<file path="src/inc/ihw_params.svh">
// Register offsets, field positions, reset values and timing counts
`ifndef IHW_PARAMS_SVH
`define IHW_PARAMS_SVH
`define IHW_OFF_STATUS      5'h00
`define IHW_OFF_IRQCTL      5'h09
`define IHW_OFF_SAMPLE_LOW  5'h0A
`define IHW_OFF_SAMPLE_HI   5'h0B
`define IHW_OFF_SCRATCH2    5'h0F
`define IHW_OFF_GAIN_TRIM   5'h10
`define IHW_OFF_FORMAT      5'h11
`define IHW_OFF_SPK_WAKE    5'h12
`define IHW_OFF_LOW_SUP     5'h13
`define IHW_OFF_LOW_LEVEL   5'h14
`define IHW_OFF_ROM_A0      5'h18
`define IHW_OFF_ROM_A1      5'h19
`define IHW_OFF_ROM_A2      5'h1A
`define IHW_OFF_ROM_A3      5'h1B
`define IHW_OFF_ROM_DL      5'h1C
`define IHW_OFF_ROM_DH      5'h1D
`define IHW_OFF_SAMPLE_EXT  5'h08
`define IHW_OFF_CORE_STAT   5'h1F
`define IHW_BIT_SAMPLE_FLAG 2
`define IHW_BIT_CARRY       1
`define IHW_BIT_ZERO        0
`define IHW_BIT_GIE         1
`define IHW_BIT_AUDIO_EN    0
`define IHW_BIT_SPK_FLAG    3
`define IHW_BIT_SPK_EN      0
`define IHW_BIT_LOW_FLAG    1
`define IHW_BIT_LOW_EN      0
`define IHW_VEC_RESET       12'h000
`define IHW_VEC_WAKE        12'h004
`define IHW_VEC_IRQ         12'h008
`define IHW_RST_NIBBLE      4'h0
`define IHW_STABLE_CLKS     64
`define IHW_CLK_HZ          25000000
`define IHW_RATE_HZ         32768
`define IHW_RATE_FAST_HZ    65536
`define IHW_RATE_DIV        (`IHW_CLK_HZ / `IHW_RATE_HZ)
`define IHW_RATE_FAST_DIV   (`IHW_CLK_HZ / `IHW_RATE_FAST_HZ)
`endif

</file>
<file path="src/inc/ihw_pkg.sv">
// Types shared by the system control block
package ihw_pkg;
    typedef enum logic [2:0] {
        IHW_RUN    = 3'b001,
        IHW_HALT   = 3'b010,
        IHW_SETTLE = 3'b100
    } ihw_mode_t;

    typedef struct packed {
        logic [11:0] pc;
        logic [3:0]  page_high;
        logic        bank;
        logic        carry;
        logic        zero;
    } ihw_ctx_t;

    typedef struct packed {
        logic [3:0] high;
        logic [3:0] mid;
        logic [3:0] low;
    } ihw_sample_t;
endpackage : ihw_pkg

</file>
<file path="src/design/ihw_ctrl.sv">
// System control: interrupt, halt and wake-up, upper register bank over APB
//
// Behaviour
// Interrupt jumps to 0x008, reset to 0x000, wake-up to 0x004.
// Sample interrupt flag rises at 32768 Hz, or 65536 Hz with double rate.
// Enable set and flag set: interrupt accepted on the next clock.
// Acceptance saves pc, page high, bank, carry, zero and jumps in one clock.
// Entering service clears the global interrupt enable.
// Entry leaves the sample flag set; software clears it.
// Return from service restores context and sets the enable; subroutine return does not.
// One service level only; acceptance needs the enable set.
// Halt stops the core clock and program counter; memory kept.
// Rising edge on any port A pin wakes from halt.
// Halt sets pc to 0x004; wake waits 64 clocks before advancing.
// Reset beats wake-up: pc goes to 0x000, advance after 64 clocks.
// Mode change attempts are ignored while halted.
// High sample nibble gives bits 7-4, 9-6 or 11-8; top bit is sign.
// Gain select 00..11 gives gain 50,100,150,200 when gain enabled.
// Trim field gives -4,-2,+2,+4 percent when trim option enabled.
// Gain enable switches record gain; format bit selects two's complement.
// Speaker wake sets sticky flag software clears; two-bit sensitivity field.
// Low supply register: enable bit 0, read-only detect flag bit 1.
// Four-bit threshold code picks detect level 2.1 V to 3.8 V.
// Four nibble registers form a 16-bit data ROM address, lowest first.
// Data registers read ROM nibbles; high data write kicks watchdog.
// Low sample nibble gives bits 3-0, 5-2 or 7-4 by resolution.
// Reserved addresses ignore writes and read undefined (zero here).
//
// Local design decision: register access over APB.
`timescale 1ns/1ps
`include "ihw_params.svh"
module ihw_ctrl
    import ihw_pkg::*;
#(
    parameter int RATE_DIV      = `IHW_RATE_DIV,
    parameter int RATE_FAST_DIV = `IHW_RATE_FAST_DIV,
    parameter int STABLE_CLKS   = `IHW_STABLE_CLKS
) (
    input  wire logic        clk,
    input  wire logic        rst,
    input  wire logic        psel,
    input  wire logic        penable,
    input  wire logic        pwrite,
    input  wire logic [31:0] paddr,
    input  wire logic [31:0] pwdata,
    output logic      [31:0] prdata,
    output logic             pready,
    output logic             pslverr,
    input  wire logic        double_rate_option,
    input  wire logic        ten_bit_option,
    input  wire logic        twelve_bit_option,
    input  wire logic        trim_enable_option,
    input  wire logic        watchdog_option,
    input  wire logic [3:0]  port_a_pins,
    input  wire logic        speaker_event,
    input  wire logic        low_supply_sense,
    input  wire logic [7:0]  rom_data,
    input  wire logic        halt_exec,
    input  wire logic        return_from_service,
    input  wire logic        return_from_subroutine,
    input  wire ihw_ctx_t    core_ctx,
    output ihw_ctx_t         restore_ctx,
    output logic             restore_load,
    output logic             pc_load,
    output logic      [11:0] pc_target,
    output logic             core_clk_enable,
    output logic             irq_taken,
    output logic      [11:0] pwm_sample,
    output logic             sample_negative,
    output logic             audio_output_enable,
    output logic      [1:0]  gain_select,
    output logic             record_gain_enable,
    output logic      [1:0]  freq_trim,
    output logic             freq_trim_active,
    output logic             twos_complement_select,
    output logic      [1:0]  speaker_wake_sensitivity,
    output logic             low_supply_enable,
    output logic      [3:0]  low_supply_level,
    output logic      [15:0] rom_addr,
    output logic             watchdog_kick
);
    logic [3:0]  scratch2;
    logic        sample_irq_flag;
    logic        global_irq_enable;
    logic        irq_pending;
    logic        speaker_wake_flag;
    logic        speaker_wake_enable;
    logic        low_supply_flag;
    logic [3:0]  gain_trim;
    logic [3:0]  fmt;
    ihw_sample_t sample;
    logic [3:0]  rom_a [4];
    logic [3:0]  port_a_prev;
    logic [6:0]  settle_cnt;
    logic [15:0] rate_cnt;
    logic [15:0] rate_limit;
    logic        rate_tick;
    logic        wake_event;
    logic        spk_wake;
    ihw_mode_t   mode;
    ihw_ctx_t    shadow;

    logic        bus_wr;
    logic        bus_rd;
    logic [4:0]  addr;
    logic [3:0]  wnib;
    logic [31:0] next_prdata;

    assign addr   = paddr[6:2];
    assign wnib   = pwdata[3:0];
    assign bus_wr = psel && penable && pwrite && !pready && (paddr[31:7] == 25'h0);
    assign bus_rd = psel && penable && !pwrite && !pready;

    // One wait state: answer in the cycle after access phase starts
    always_ff @(posedge clk) begin
        if (rst) begin
            pready  <= 1'b0;
            pslverr <= 1'b0;
        end else begin
            pready  <= psel && penable && !pready;
            pslverr <= 1'b0;
        end
    end

    always_comb begin
        next_prdata = 32'h0;
        if (paddr[31:7] == 25'h0) begin
            unique case (addr)
                `IHW_OFF_STATUS:    next_prdata[3:0] = {1'b0, sample_irq_flag,
                                                        core_ctx.carry, core_ctx.zero};
                `IHW_OFF_IRQCTL:    next_prdata[3:0] = {2'b00, global_irq_enable,
                                                        audio_output_enable};
                `IHW_OFF_SCRATCH2:  next_prdata[3:0] = scratch2;
                `IHW_OFF_GAIN_TRIM: next_prdata[3:0] = gain_trim;
                `IHW_OFF_FORMAT:    next_prdata[3:0] = fmt;
                `IHW_OFF_SPK_WAKE:  next_prdata[3:0] = {speaker_wake_flag,
                                        speaker_wake_sensitivity, speaker_wake_enable};
                `IHW_OFF_LOW_SUP:   next_prdata[3:0] = {2'b00, low_supply_flag,
                                                        low_supply_enable};
                `IHW_OFF_LOW_LEVEL: next_prdata[3:0] = low_supply_level;
                `IHW_OFF_ROM_A0:    next_prdata[3:0] = rom_a[0];
                `IHW_OFF_ROM_A1:    next_prdata[3:0] = rom_a[1];
                `IHW_OFF_ROM_A2:    next_prdata[3:0] = rom_a[2];
                `IHW_OFF_ROM_A3:    next_prdata[3:0] = rom_a[3];
                `IHW_OFF_ROM_DL:    next_prdata[3:0] = rom_data[3:0];
                `IHW_OFF_ROM_DH:    next_prdata[3:0] = rom_data[7:4];
                `IHW_OFF_CORE_STAT: next_prdata[3:0] = {1'b0, mode};
                default:            next_prdata = 32'h0;
            endcase
        end
    end

    always_ff @(posedge clk) begin
        if (rst) begin
            prdata <= 32'h0;
        end else if (bus_rd) begin
            prdata <= next_prdata;
        end
    end

    // Plain bus registers; reserved offsets fall through untouched
    always_ff @(posedge clk) begin
        if (rst) begin
            scratch2                 <= `IHW_RST_NIBBLE;
            gain_trim                <= `IHW_RST_NIBBLE;
            fmt                      <= `IHW_RST_NIBBLE;
            speaker_wake_enable      <= 1'b0;
            speaker_wake_sensitivity <= 2'b00;
            low_supply_enable        <= 1'b0;
            low_supply_level         <= `IHW_RST_NIBBLE;
            audio_output_enable      <= 1'b0;
            sample                   <= '0;
            for (int i = 0; i < 4; i++) begin
                rom_a[i] <= `IHW_RST_NIBBLE;
            end
        end else if (bus_wr) begin
            unique case (addr)
                `IHW_OFF_SCRATCH2:   scratch2 <= wnib;
                `IHW_OFF_GAIN_TRIM:  gain_trim <= wnib;
                `IHW_OFF_FORMAT:     fmt <= {wnib[3], 1'b0, wnib[1], 1'b0};
                `IHW_OFF_SPK_WAKE: begin
                    speaker_wake_enable      <= wnib[`IHW_BIT_SPK_EN];
                    speaker_wake_sensitivity <= wnib[2:1];
                end
                `IHW_OFF_LOW_SUP:    low_supply_enable <= wnib[`IHW_BIT_LOW_EN];
                `IHW_OFF_LOW_LEVEL:  low_supply_level <= wnib;
                `IHW_OFF_IRQCTL:     audio_output_enable <= wnib[`IHW_BIT_AUDIO_EN];
                `IHW_OFF_SAMPLE_HI:  sample.high <= wnib;
                `IHW_OFF_SAMPLE_LOW: sample.mid <= wnib;
                `IHW_OFF_SAMPLE_EXT: sample.low <= wnib;
                `IHW_OFF_ROM_A0:     rom_a[0] <= wnib;
                `IHW_OFF_ROM_A1:     rom_a[1] <= wnib;
                `IHW_OFF_ROM_A2:     rom_a[2] <= wnib;
                `IHW_OFF_ROM_A3:     rom_a[3] <= wnib;
                default:             ;
            endcase
        end
    end

    // Configuration fields driven out
    always_ff @(posedge clk) begin
        if (rst) begin
            gain_select            <= 2'b00;
            freq_trim              <= 2'b00;
            freq_trim_active       <= 1'b0;
            record_gain_enable     <= 1'b0;
            twos_complement_select <= 1'b0;
            rom_addr               <= 16'h0;
            pwm_sample             <= 12'h0;
            sample_negative        <= 1'b0;
            low_supply_flag        <= 1'b0;
        end else begin
            gain_select            <= gain_trim[3:2];
            freq_trim              <= gain_trim[1:0];
            freq_trim_active       <= trim_enable_option;
            record_gain_enable     <= fmt[3];
            twos_complement_select <= fmt[1];
            rom_addr               <= {rom_a[3], rom_a[2], rom_a[1], rom_a[0]};
            sample_negative        <= sample.high[3];
            low_supply_flag        <= low_supply_enable && low_supply_sense;
            if (twelve_bit_option) begin
                pwm_sample <= {sample.high, sample.mid, sample.low};
            end else if (ten_bit_option) begin
                pwm_sample <= {2'b00, sample.high, sample.mid, sample.low[3:2]};
            end else begin
                pwm_sample <= {4'h0, sample.high, sample.mid};
            end
        end
    end

    // Watchdog kick on any write to the high data register
    always_ff @(posedge clk) begin
        if (rst) begin
            watchdog_kick <= 1'b0;
        end else begin
            watchdog_kick <= bus_wr && (addr == `IHW_OFF_ROM_DH) && watchdog_option;
        end
    end

    // Sample-rate tick
    assign rate_limit = double_rate_option ? 16'(RATE_FAST_DIV - 1)
                                           : 16'(RATE_DIV - 1);
    assign rate_tick  = (rate_cnt >= rate_limit);

    always_ff @(posedge clk) begin
        if (rst) begin
            rate_cnt <= 16'h0;
        end else if (rate_tick) begin
            rate_cnt <= 16'h0;
        end else begin
            rate_cnt <= rate_cnt + 16'h1;
        end
    end

    // Sample flag: hardware set wins over software clear
    always_ff @(posedge clk) begin
        if (rst) begin
            sample_irq_flag <= 1'b0;
        end else if (rate_tick && audio_output_enable) begin
            sample_irq_flag <= 1'b1;
        end else if (bus_wr && addr == `IHW_OFF_STATUS) begin
            sample_irq_flag <= wnib[`IHW_BIT_SAMPLE_FLAG];
        end
    end

    // Speaker wake flag: sticky, set wins
    assign spk_wake = speaker_wake_enable && speaker_event && mode == IHW_HALT;

    always_ff @(posedge clk) begin
        if (rst) begin
            speaker_wake_flag <= 1'b0;
        end else if (spk_wake) begin
            speaker_wake_flag <= 1'b1;
        end else if (bus_wr && addr == `IHW_OFF_SPK_WAKE && !wnib[`IHW_BIT_SPK_FLAG]) begin
            speaker_wake_flag <= 1'b0;
        end
    end

    // Interrupt acceptance and return
    assign irq_pending = global_irq_enable && sample_irq_flag && mode == IHW_RUN;

    always_ff @(posedge clk) begin
        if (rst) begin
            global_irq_enable <= 1'b0;
            irq_taken         <= 1'b0;
            shadow            <= '0;
            restore_load      <= 1'b0;
            restore_ctx       <= '0;
        end else begin
            irq_taken    <= irq_pending;
            restore_load <= 1'b0;
            if (irq_pending) begin
                shadow            <= core_ctx;
                global_irq_enable <= 1'b0;
            end else if (return_from_service && mode == IHW_RUN) begin
                restore_ctx       <= shadow;
                restore_load      <= 1'b1;
                global_irq_enable <= 1'b1;
            end else if (bus_wr && addr == `IHW_OFF_IRQCTL) begin
                global_irq_enable <= wnib[`IHW_BIT_GIE];
            end
        end
    end

    // Halt, wake and settle
    assign wake_event = (|(port_a_pins & ~port_a_prev)) || spk_wake;

    always_ff @(posedge clk) begin
        if (rst) begin
            port_a_prev <= 4'h0;
        end else begin
            port_a_prev <= port_a_pins;
        end
    end

    always_ff @(posedge clk) begin
        if (rst) begin
            mode            <= IHW_SETTLE;
            settle_cnt      <= 7'h0;
            pc_load         <= 1'b1;
            pc_target       <= `IHW_VEC_RESET;
            core_clk_enable <= 1'b0;
        end else begin
            pc_load <= 1'b0;
            unique case (mode)
                IHW_RUN: begin
                    if (irq_pending) begin
                        pc_load   <= 1'b1;
                        pc_target <= `IHW_VEC_IRQ;
                    end else if (halt_exec) begin
                        mode            <= IHW_HALT;
                        core_clk_enable <= 1'b0;
                        pc_load         <= 1'b1;
                        pc_target       <= `IHW_VEC_WAKE;
                    end
                end
                IHW_HALT: begin
                    if (wake_event) begin
                        mode       <= IHW_SETTLE;
                        settle_cnt <= 7'h0;
                    end
                end
                IHW_SETTLE: begin
                    settle_cnt <= settle_cnt + 7'h1;
                    if (settle_cnt == 7'(STABLE_CLKS - 1)) begin
                        mode            <= IHW_RUN;
                        core_clk_enable <= 1'b1;
                    end
                end
                default: mode <= IHW_RUN;
            endcase
        end
    end

    a_irq_entry_vec: assert property (@(posedge clk) disable iff (rst)
        irq_pending |=> pc_load && pc_target == `IHW_VEC_IRQ && !global_irq_enable)
        else $error("interrupt entry wrong");
    a_irq_context: assert property (@(posedge clk) disable iff (rst)
        irq_pending |=> shadow == $past(core_ctx))
        else $error("context not saved");
    a_flag_kept: assert property (@(posedge clk) disable iff (rst)
        irq_pending && !(bus_wr && addr == `IHW_OFF_STATUS) |=> sample_irq_flag)
        else $error("flag cleared on entry");
    a_return_gie: assert property (@(posedge clk) disable iff (rst)
        return_from_service && mode == IHW_RUN && !irq_pending
        |=> global_irq_enable && restore_load)
        else $error("return did not restore");
    a_no_nest: assert property (@(posedge clk) disable iff (rst)
        !global_irq_enable |=> !irq_taken)
        else $error("accepted while disabled");
    a_halt_vec: assert property (@(posedge clk) disable iff (rst)
        mode == IHW_RUN && halt_exec && !irq_pending
        |=> mode == IHW_HALT && pc_target == `IHW_VEC_WAKE && !core_clk_enable)
        else $error("halt entry wrong");
    a_settle_len: assert property (@(posedge clk) disable iff (rst)
        mode == IHW_HALT && wake_event |=> !core_clk_enable [*8] ##[56:60] core_clk_enable)
        else $error("settle length wrong");
    a_halt_hold: assert property (@(posedge clk) disable iff (rst)
        mode == IHW_HALT && !wake_event |=> mode == IHW_HALT)
        else $error("left halt without wake");
    a_spk_sticky: assert property (@(posedge clk) disable iff (rst)
        spk_wake |=> speaker_wake_flag)
        else $error("speaker flag not set");
    a_wd_kick: assert property (@(posedge clk) disable iff (rst)
        bus_wr && addr == `IHW_OFF_ROM_DH && watchdog_option |=> watchdog_kick)
        else $error("watchdog not kicked");
endmodule : ihw_ctrl

</file>
<file path="config.mk">
export PLATFORM = sky130hd
export DESIGN_NAME = ihw_ctrl
export DESIGN_NICKNAME = d
export VERILOG_FILES = /design/src/inc/ihw_pkg.sv /design/src/design/ihw_ctrl.sv
export VERILOG_INCLUDE_DIRS = /design/src /design/src/inc
export SDC_FILE = /design/constraint.sdc
export NUM_CORES = 1
export LEC_CHECK = 0
export BUFFER_PORTS_ARGS = -buffer_cell sky130_fd_sc_hd__buf_2
export CORE_AREA = 2 2 140 108
export DETAILED_ROUTE_END_ITERATION = 12
export DIE_AREA = 0 0 142 110
export GPL_ROUTABILITY_DRIVEN = 0
export HOLD_SLACK_MARGIN = 0.06
export PLACE_DENSITY = 0.86
export SLEW_MARGIN = 20
export SYNTH_ARGS = -nofsm -noshare
export SYNTH_HDL_FRONTEND = slang
export SYNTH_SLANG_ARGS = --single-unit
</file>
<file path="constraint.sdc">
create_clock -name clk -period 3 [get_ports clk]
set_input_delay 0.3 -clock clk [delete_from_list [all_inputs] [get_ports clk]]
set_output_delay 0.3 -clock clk [all_outputs]
set_load 0.02 [all_outputs]
</file>
# == Word-level counts from Yosys, hierarchy flattened ==
# Memory sizes are Yosys's and may differ from the RTL's.
# Cells that the tools add are included.
# W data, S select, Z words.
# word_totals
wordCells,181
out_inout_bits,114
in_bits,110
memories,1
register_bits,189
ramBits,16
# op_classes
n_addsub,2
n_eq_ne,25
n_reduce_logical,50
n_mux,50
magnitude_cmp,1
bitwise,7
# memory_table
memory,depth,word_bits,rd,rd_clocked_by_memory_dff,wr,line_no,source
rom_a,4,4,4,0,4,ihw_ctrl.sv:92,logic [3:0] rom_a [4];
# op_table
cell,n
$eq A5 B5 Y1 const B,12
$pmux W4 S15,1
$mux W12,3
$mux W1,31
$reduce_and A2 Y1,13
$eq A5 B4 Y1 const B,5
$logic_not A25 Y1,1
$logic_and A1 B1 Y1,20
$mux W10,2
$mux W4,5
$add A16 B1 Y16 const B,1
$ge A16 B10 Y1,1
$pmux W7 S2,1
$mux W3,4
$reduce_bool A2 Y1,6
$pmux W3 S3,1
$ne A2 B2 Y1 const B,4
$reduce_and A4 Y1,2
$add A7 B1 Y7 const B,1
$eq A7 B6 Y1 const B,1
$mux W7,1
$logic_not A5 Y1,1
$and A4 B4 Y4,1
$not A4 Y4,1
other kinds (10),16

# == Logic depth before layout (Yosys ltp) ==
# depth
depth_word,8
ltp_mapped,8
ltp_nobuf,7

# == Least setup slack after synthesis ==
# No wires, ideal clock.
# synth_timing
path_kind,input port to flip-flop
start,input port paddr[28]
end,register low_supply_level[0]
path_slack_ns,0.861
setup_ns,0.128
arrival_ns,2.011
path_stages,6
n_path_buf,1
path_cell_list,or4_4 -> or3_1 -> buf_6 -> nor4b_4 -> mux2i_1 -> nor2_1
# synth_between
elab_chain_cells,3
# synth_lines
element,line_no,source
start: declaration,ihw_ctrl.sv:44,"input wire logic [31:0] paddr,"
$logic_not A25 Y1,ihw_ctrl.sv:111,assign bus_wr = psel && penable && pwrite && !pready && (paddr[31:7] == 25'h0);
$logic_and A1 B1 Y1,ihw_ctrl.sv:111,
$reduce_and A2 Y1 (no source line),-,
end signal: assignment,ihw_ctrl.sv:170,low_supply_level <= `IHW_RST_NIBBLE;
end signal: assignment,ihw_ctrl.sv:186,`IHW_OFF_LOW_LEVEL: low_supply_level <= wnib;
end: declaration,ihw_ctrl.sv:78,"output logic [3:0] low_supply_level,"
# Every way passes these cells.
# A chain may end at the register's enable or synchronous reset.

# == Final worst setup path ==
# layout_timing
start,register mode[0]
end,register restore_ctx[0] in the netlist's numbering
# layout_between
elab_chain_cells,4
elab_cells_between_ends,5
classes_between,eq/ne (1); bitwise (1); reduce/logical (3)
# layout_lines
element,line_no,source
start: declaration,ihw_ctrl.sv:100,ihw_mode_t mode;
start signal: assignment,ihw_ctrl.sv:318,mode <= IHW_SETTLE;
start signal: assignment,ihw_ctrl.sv:331,mode <= IHW_HALT;
start signal: assignment,ihw_ctrl.sv:339,mode <= IHW_SETTLE;
$eq A3 B1 Y1 (*),"ihw_ctrl.sv:280, ihw_ctrl.sv:295",
$logic_and A1 B1 Y1,ihw_ctrl.sv:280,assign irq_pending = global_irq_enable && sample_irq_flag && mode == IHW_RUN;
$not A1 Y1 (no source line),-,
$reduce_and A2 Y1 (no source line) (*),-,
end signal: assignment,ihw_ctrl.sv:296,restore_ctx <= shadow;
end: declaration,ihw_ctrl.sv:62,"output ihw_ctx_t restore_ctx,"
# Mark *: on every way between the ends. The rest lies on a longest branch, timed or not.

==> flow_summary_export.csv <==
group,metric,value,unit
outcome,status,"finished clean",
detailed_routing,vias_per_cell,5.45,
final_layout,antenna_cells,0,
placement,pre_cts_ws,575,ps
clock_tree,cts_hold_buf,0,
final_layout,final_layout_size_suffix_gt1_frac,0.228,
sta,fin_crit,2270,ps
clock_tree,clkLatencyLatePin,420,ps
detailed_routing,dr.pass1.iters,6,
placement,io_buffers,153,
sta,min_period_over_period,0.758,
sta,slew_viol_final,0,
sta,setup_viol,0,
floorplan,die_h,110,um
synth,synth_area,0.00700,sq mm
worst_setup_path,path_class,"flop to flop",
flow_run,maxCapViolCount,0,
clock_tree,clock_tree.htree_level_count,4,
worst_hold_path,worstHoldPathType,"primary input to flop",
worst_setup_path,end_kind,"flop",
global_routing,grt_pass1_wl,26.3,mm
worst_hold_path,holdPathStages,2,
synth,synth_flop_cell,"dfxtp_1",
final_layout,fin_nets,1007,
sta,setup_ws,727,ps
synth,synth_cell_type_count,63,
clock_tree,clk_pin_slew_worst_paths,70,ps
detailed_routing,drc,0,
synth,yosys_warnings,0,
placement,hpwlAfterDp,12.1,mm
global_routing,grt_overflow,0,
pwr,power.density,573,mW/mm^2
clock_tree,cts_sinks,167,
floorplan,io_pins,224,
final_layout,final_common_cell,"buf_2",
sta,slew_headroom,0.443,
floorplan,dieArea,0.0156,sq mm
worst_hold_path,hp-start,"trim_enable_option",
worst_setup_path,crit_required,3300,ps
pwr,vdd_drop_max,371,uV
worst_setup_path,r2r-start,"mode[0]$_SDFFE_PP0P_",
floorplan,fp.dieW,142,um
clock_tree,tritoncts,"done",
global_routing,grt_pass1_vias,5196,
sta,rsz0062_at_grt,"no",
worst_setup_path,critPathMaxFanout,20,
global_routing,grt_max_degree,77,
synth,synthArstFlopShare,0,
detailed_routing,wirelength,16.9,mm
final_layout,final_cell_mix,"buf_2, dfxtp_1, nor2_1",
sta,timing.final.hold_violations,0,
floorplan,rows,38,
synth,synth_enable_flop_cells,16,
clock_tree,cts-root-buf,"clkbuf_16",
synth,synth.avg_cell_area,9.38,sq um
sta,tns,0,ps
final_layout,fillers,1206,
sta,worst_slew_pin_slew,833,ps
clock_tree,cts_buffers,17,
floorplan,fp.coreArea,0.0142,sq mm
clock_tree,post-cts-setup-buffer-count,0,
final_layout,regArea,0.00350,sq mm
final_layout,syn_to_final_growth,19.4,%
detailed_routing,ant_nets,0,
detailed_routing,drt_iter0_drc,628,
sta,fmax,440,MHz
pwr,leakage,3.51,nW
synth,syn_inst,747,
sta,final.setup_skew,7.72,ps
final_layout,multi_input_comb_area,0.00317,sq mm
floorplan,start_util,0.493,
worst_setup_path,reg2reg_slack,730,ps
worst_setup_path,worstSetupStartpoint,"mode[0]$_SDFFE_PP0P_",
worst_setup_path,r2r_cells,4,
detailed_routing,vias,5904,
global_routing,grt_usage,0.216,
clock_tree,cts_buffer_depth,2,
global_routing,antenna_found_initial,1,
worst_setup_path,cp.arrival,2570,ps
synth,ys_seq_area_frac,0.500,
clock_tree,ctsResizeCount,0,
worst_setup_path,cp-start-kind,"flop",
detailed_routing,routedWlPerCell,15.6,um
synth,ys_seq_elements,167,
-- path summary, 6_finish.rpt --
path	endpoint
worst min-delay path	freq_trim_active$_SDFF_PP0_
worst min register to register	restore_ctx[10]$_SDFFE_PP0P_
worst max register to register	restore_ctx[0]$_SDFFE_PP0P_
worst max-delay path	restore_ctx[0]$_SDFFE_PP0P_
-- worst max-delay path, stage by stage, from the launching register on --
cell	delay, ps
dfxtp_1	570
nor3b_2	520
nand3_1	700
nand2_1	270
a21oi_1	90
-- stage by stage --
stage               std cells  area (sq um)  total power, W  hold slack (ps)   util
finish                   1083          8370         0.00479             91.4  0.588
floorplan                 790          7170         0.00261              423      -
global route             1083          8370         0.00495             92.0  0.588
detailed placement       1051          7790         0.00269              443  0.548
CTS                      1083          8370         0.00482             74.6  0.588
global placement         1051          7790         0.00268              436  0.548
-- Yosys cell counts (all sizes together) (12+ instances only) --
| library cell | count | area, sq um |
|---|---|---|
| buf | 46 | 327 |
| a21oi | 46 | 230 |
| inv | 12 | 45.0 |
| nand2 | 72 | 273 |
| mux2i | 26 | 260 |
| clkbuf | 34 | 128 |
| edfxtp | 16 | 480 |
| o21ai | 30 | 150 |
| nor2b | 30 | 188 |
| nand3b | 14 | 105 |
| nand2b | 13 | 81.3 |
| nand3 | 18 | 90.1 |
| a22o | 21 | 184 |
| nor4 | 20 | 155 |
| dfxtp | 151 | 3020 |
| nor2 | 74 | 278 |
-- metal layers --
| metal | track usage | part of all wire | vias up | wire length [um] |
|---|---|---|---|---|
| li1 | - | - | 2870 | - |
| met1 | 0.283 | 0.42 | 2685 | 7120 |
| met2 | 0.346 | 0.47 | 316 | 7920 |
| met3 | 0.0562 | 0.093 | 31 | 1560 |
| met4 | 0.0786 | 0.014 | 2 | 239 |
| met5 | 0 | 0.00065 | - | 11 |
-- power breakdown --
part	total, W	internal, W	leakage, nW	switching (W)
Sequential	0.00231	0.00229	1.39	0.0000241
Combinational	0.000335	0.000108	1.84	0.000227
Clock	0.00215	0.00124	0.283	0.000908
Total	0.00479	0.00363	3.51	0.00116
-- registers in the layout (all words and copies together) (netlist names), 2 cells and up --
register and flops:
fmt 2, freq_trim 2, gain_select 2, gain_trim 4
low_supply_level 4, mode 3, pc_target 2, port_a_prev 4
prdata 4, pwm_sample 12, rate_cnt 16, restore_ctx 19
rom_a 16, rom_addr 16, sample 12, scratch2 4
settle_cnt 7, shadow 19, speaker_wake_sensitivity 2
-- final cells by class --
class	count	area share
tap	180	0.0269
inverter	12	0.00538
clock inverter	13	0.0172
multi-input combinational	531	0.379
timing repair buffer	161	0.101
clock buffer	19	0.0517
sequential	167	0.419
-- kinds of logic (layout without fill, tap and decap cells) --
| family | after synthesis | count (layout) | synth area share |
|---|---|---|---|
| xor gates and xnor gates | 9 | 9 | 0.0113 |
| AOI/OAI and AO/OA | 150 | 150 | 0.141 |
| buffers and inverters | 92 | 205 | 0.0713 |
| adders and majority gates | 7 | 7 | 0.0125 |
| other | 1 | 44 | 0.000535 |
| muxes | 27 | 27 | 0.0388 |
| DFF | 167 | 167 | 0.500 |
| and+or+nand+nor | 294 | 294 | 0.224 |
Power figures use the tool's default switching activity.
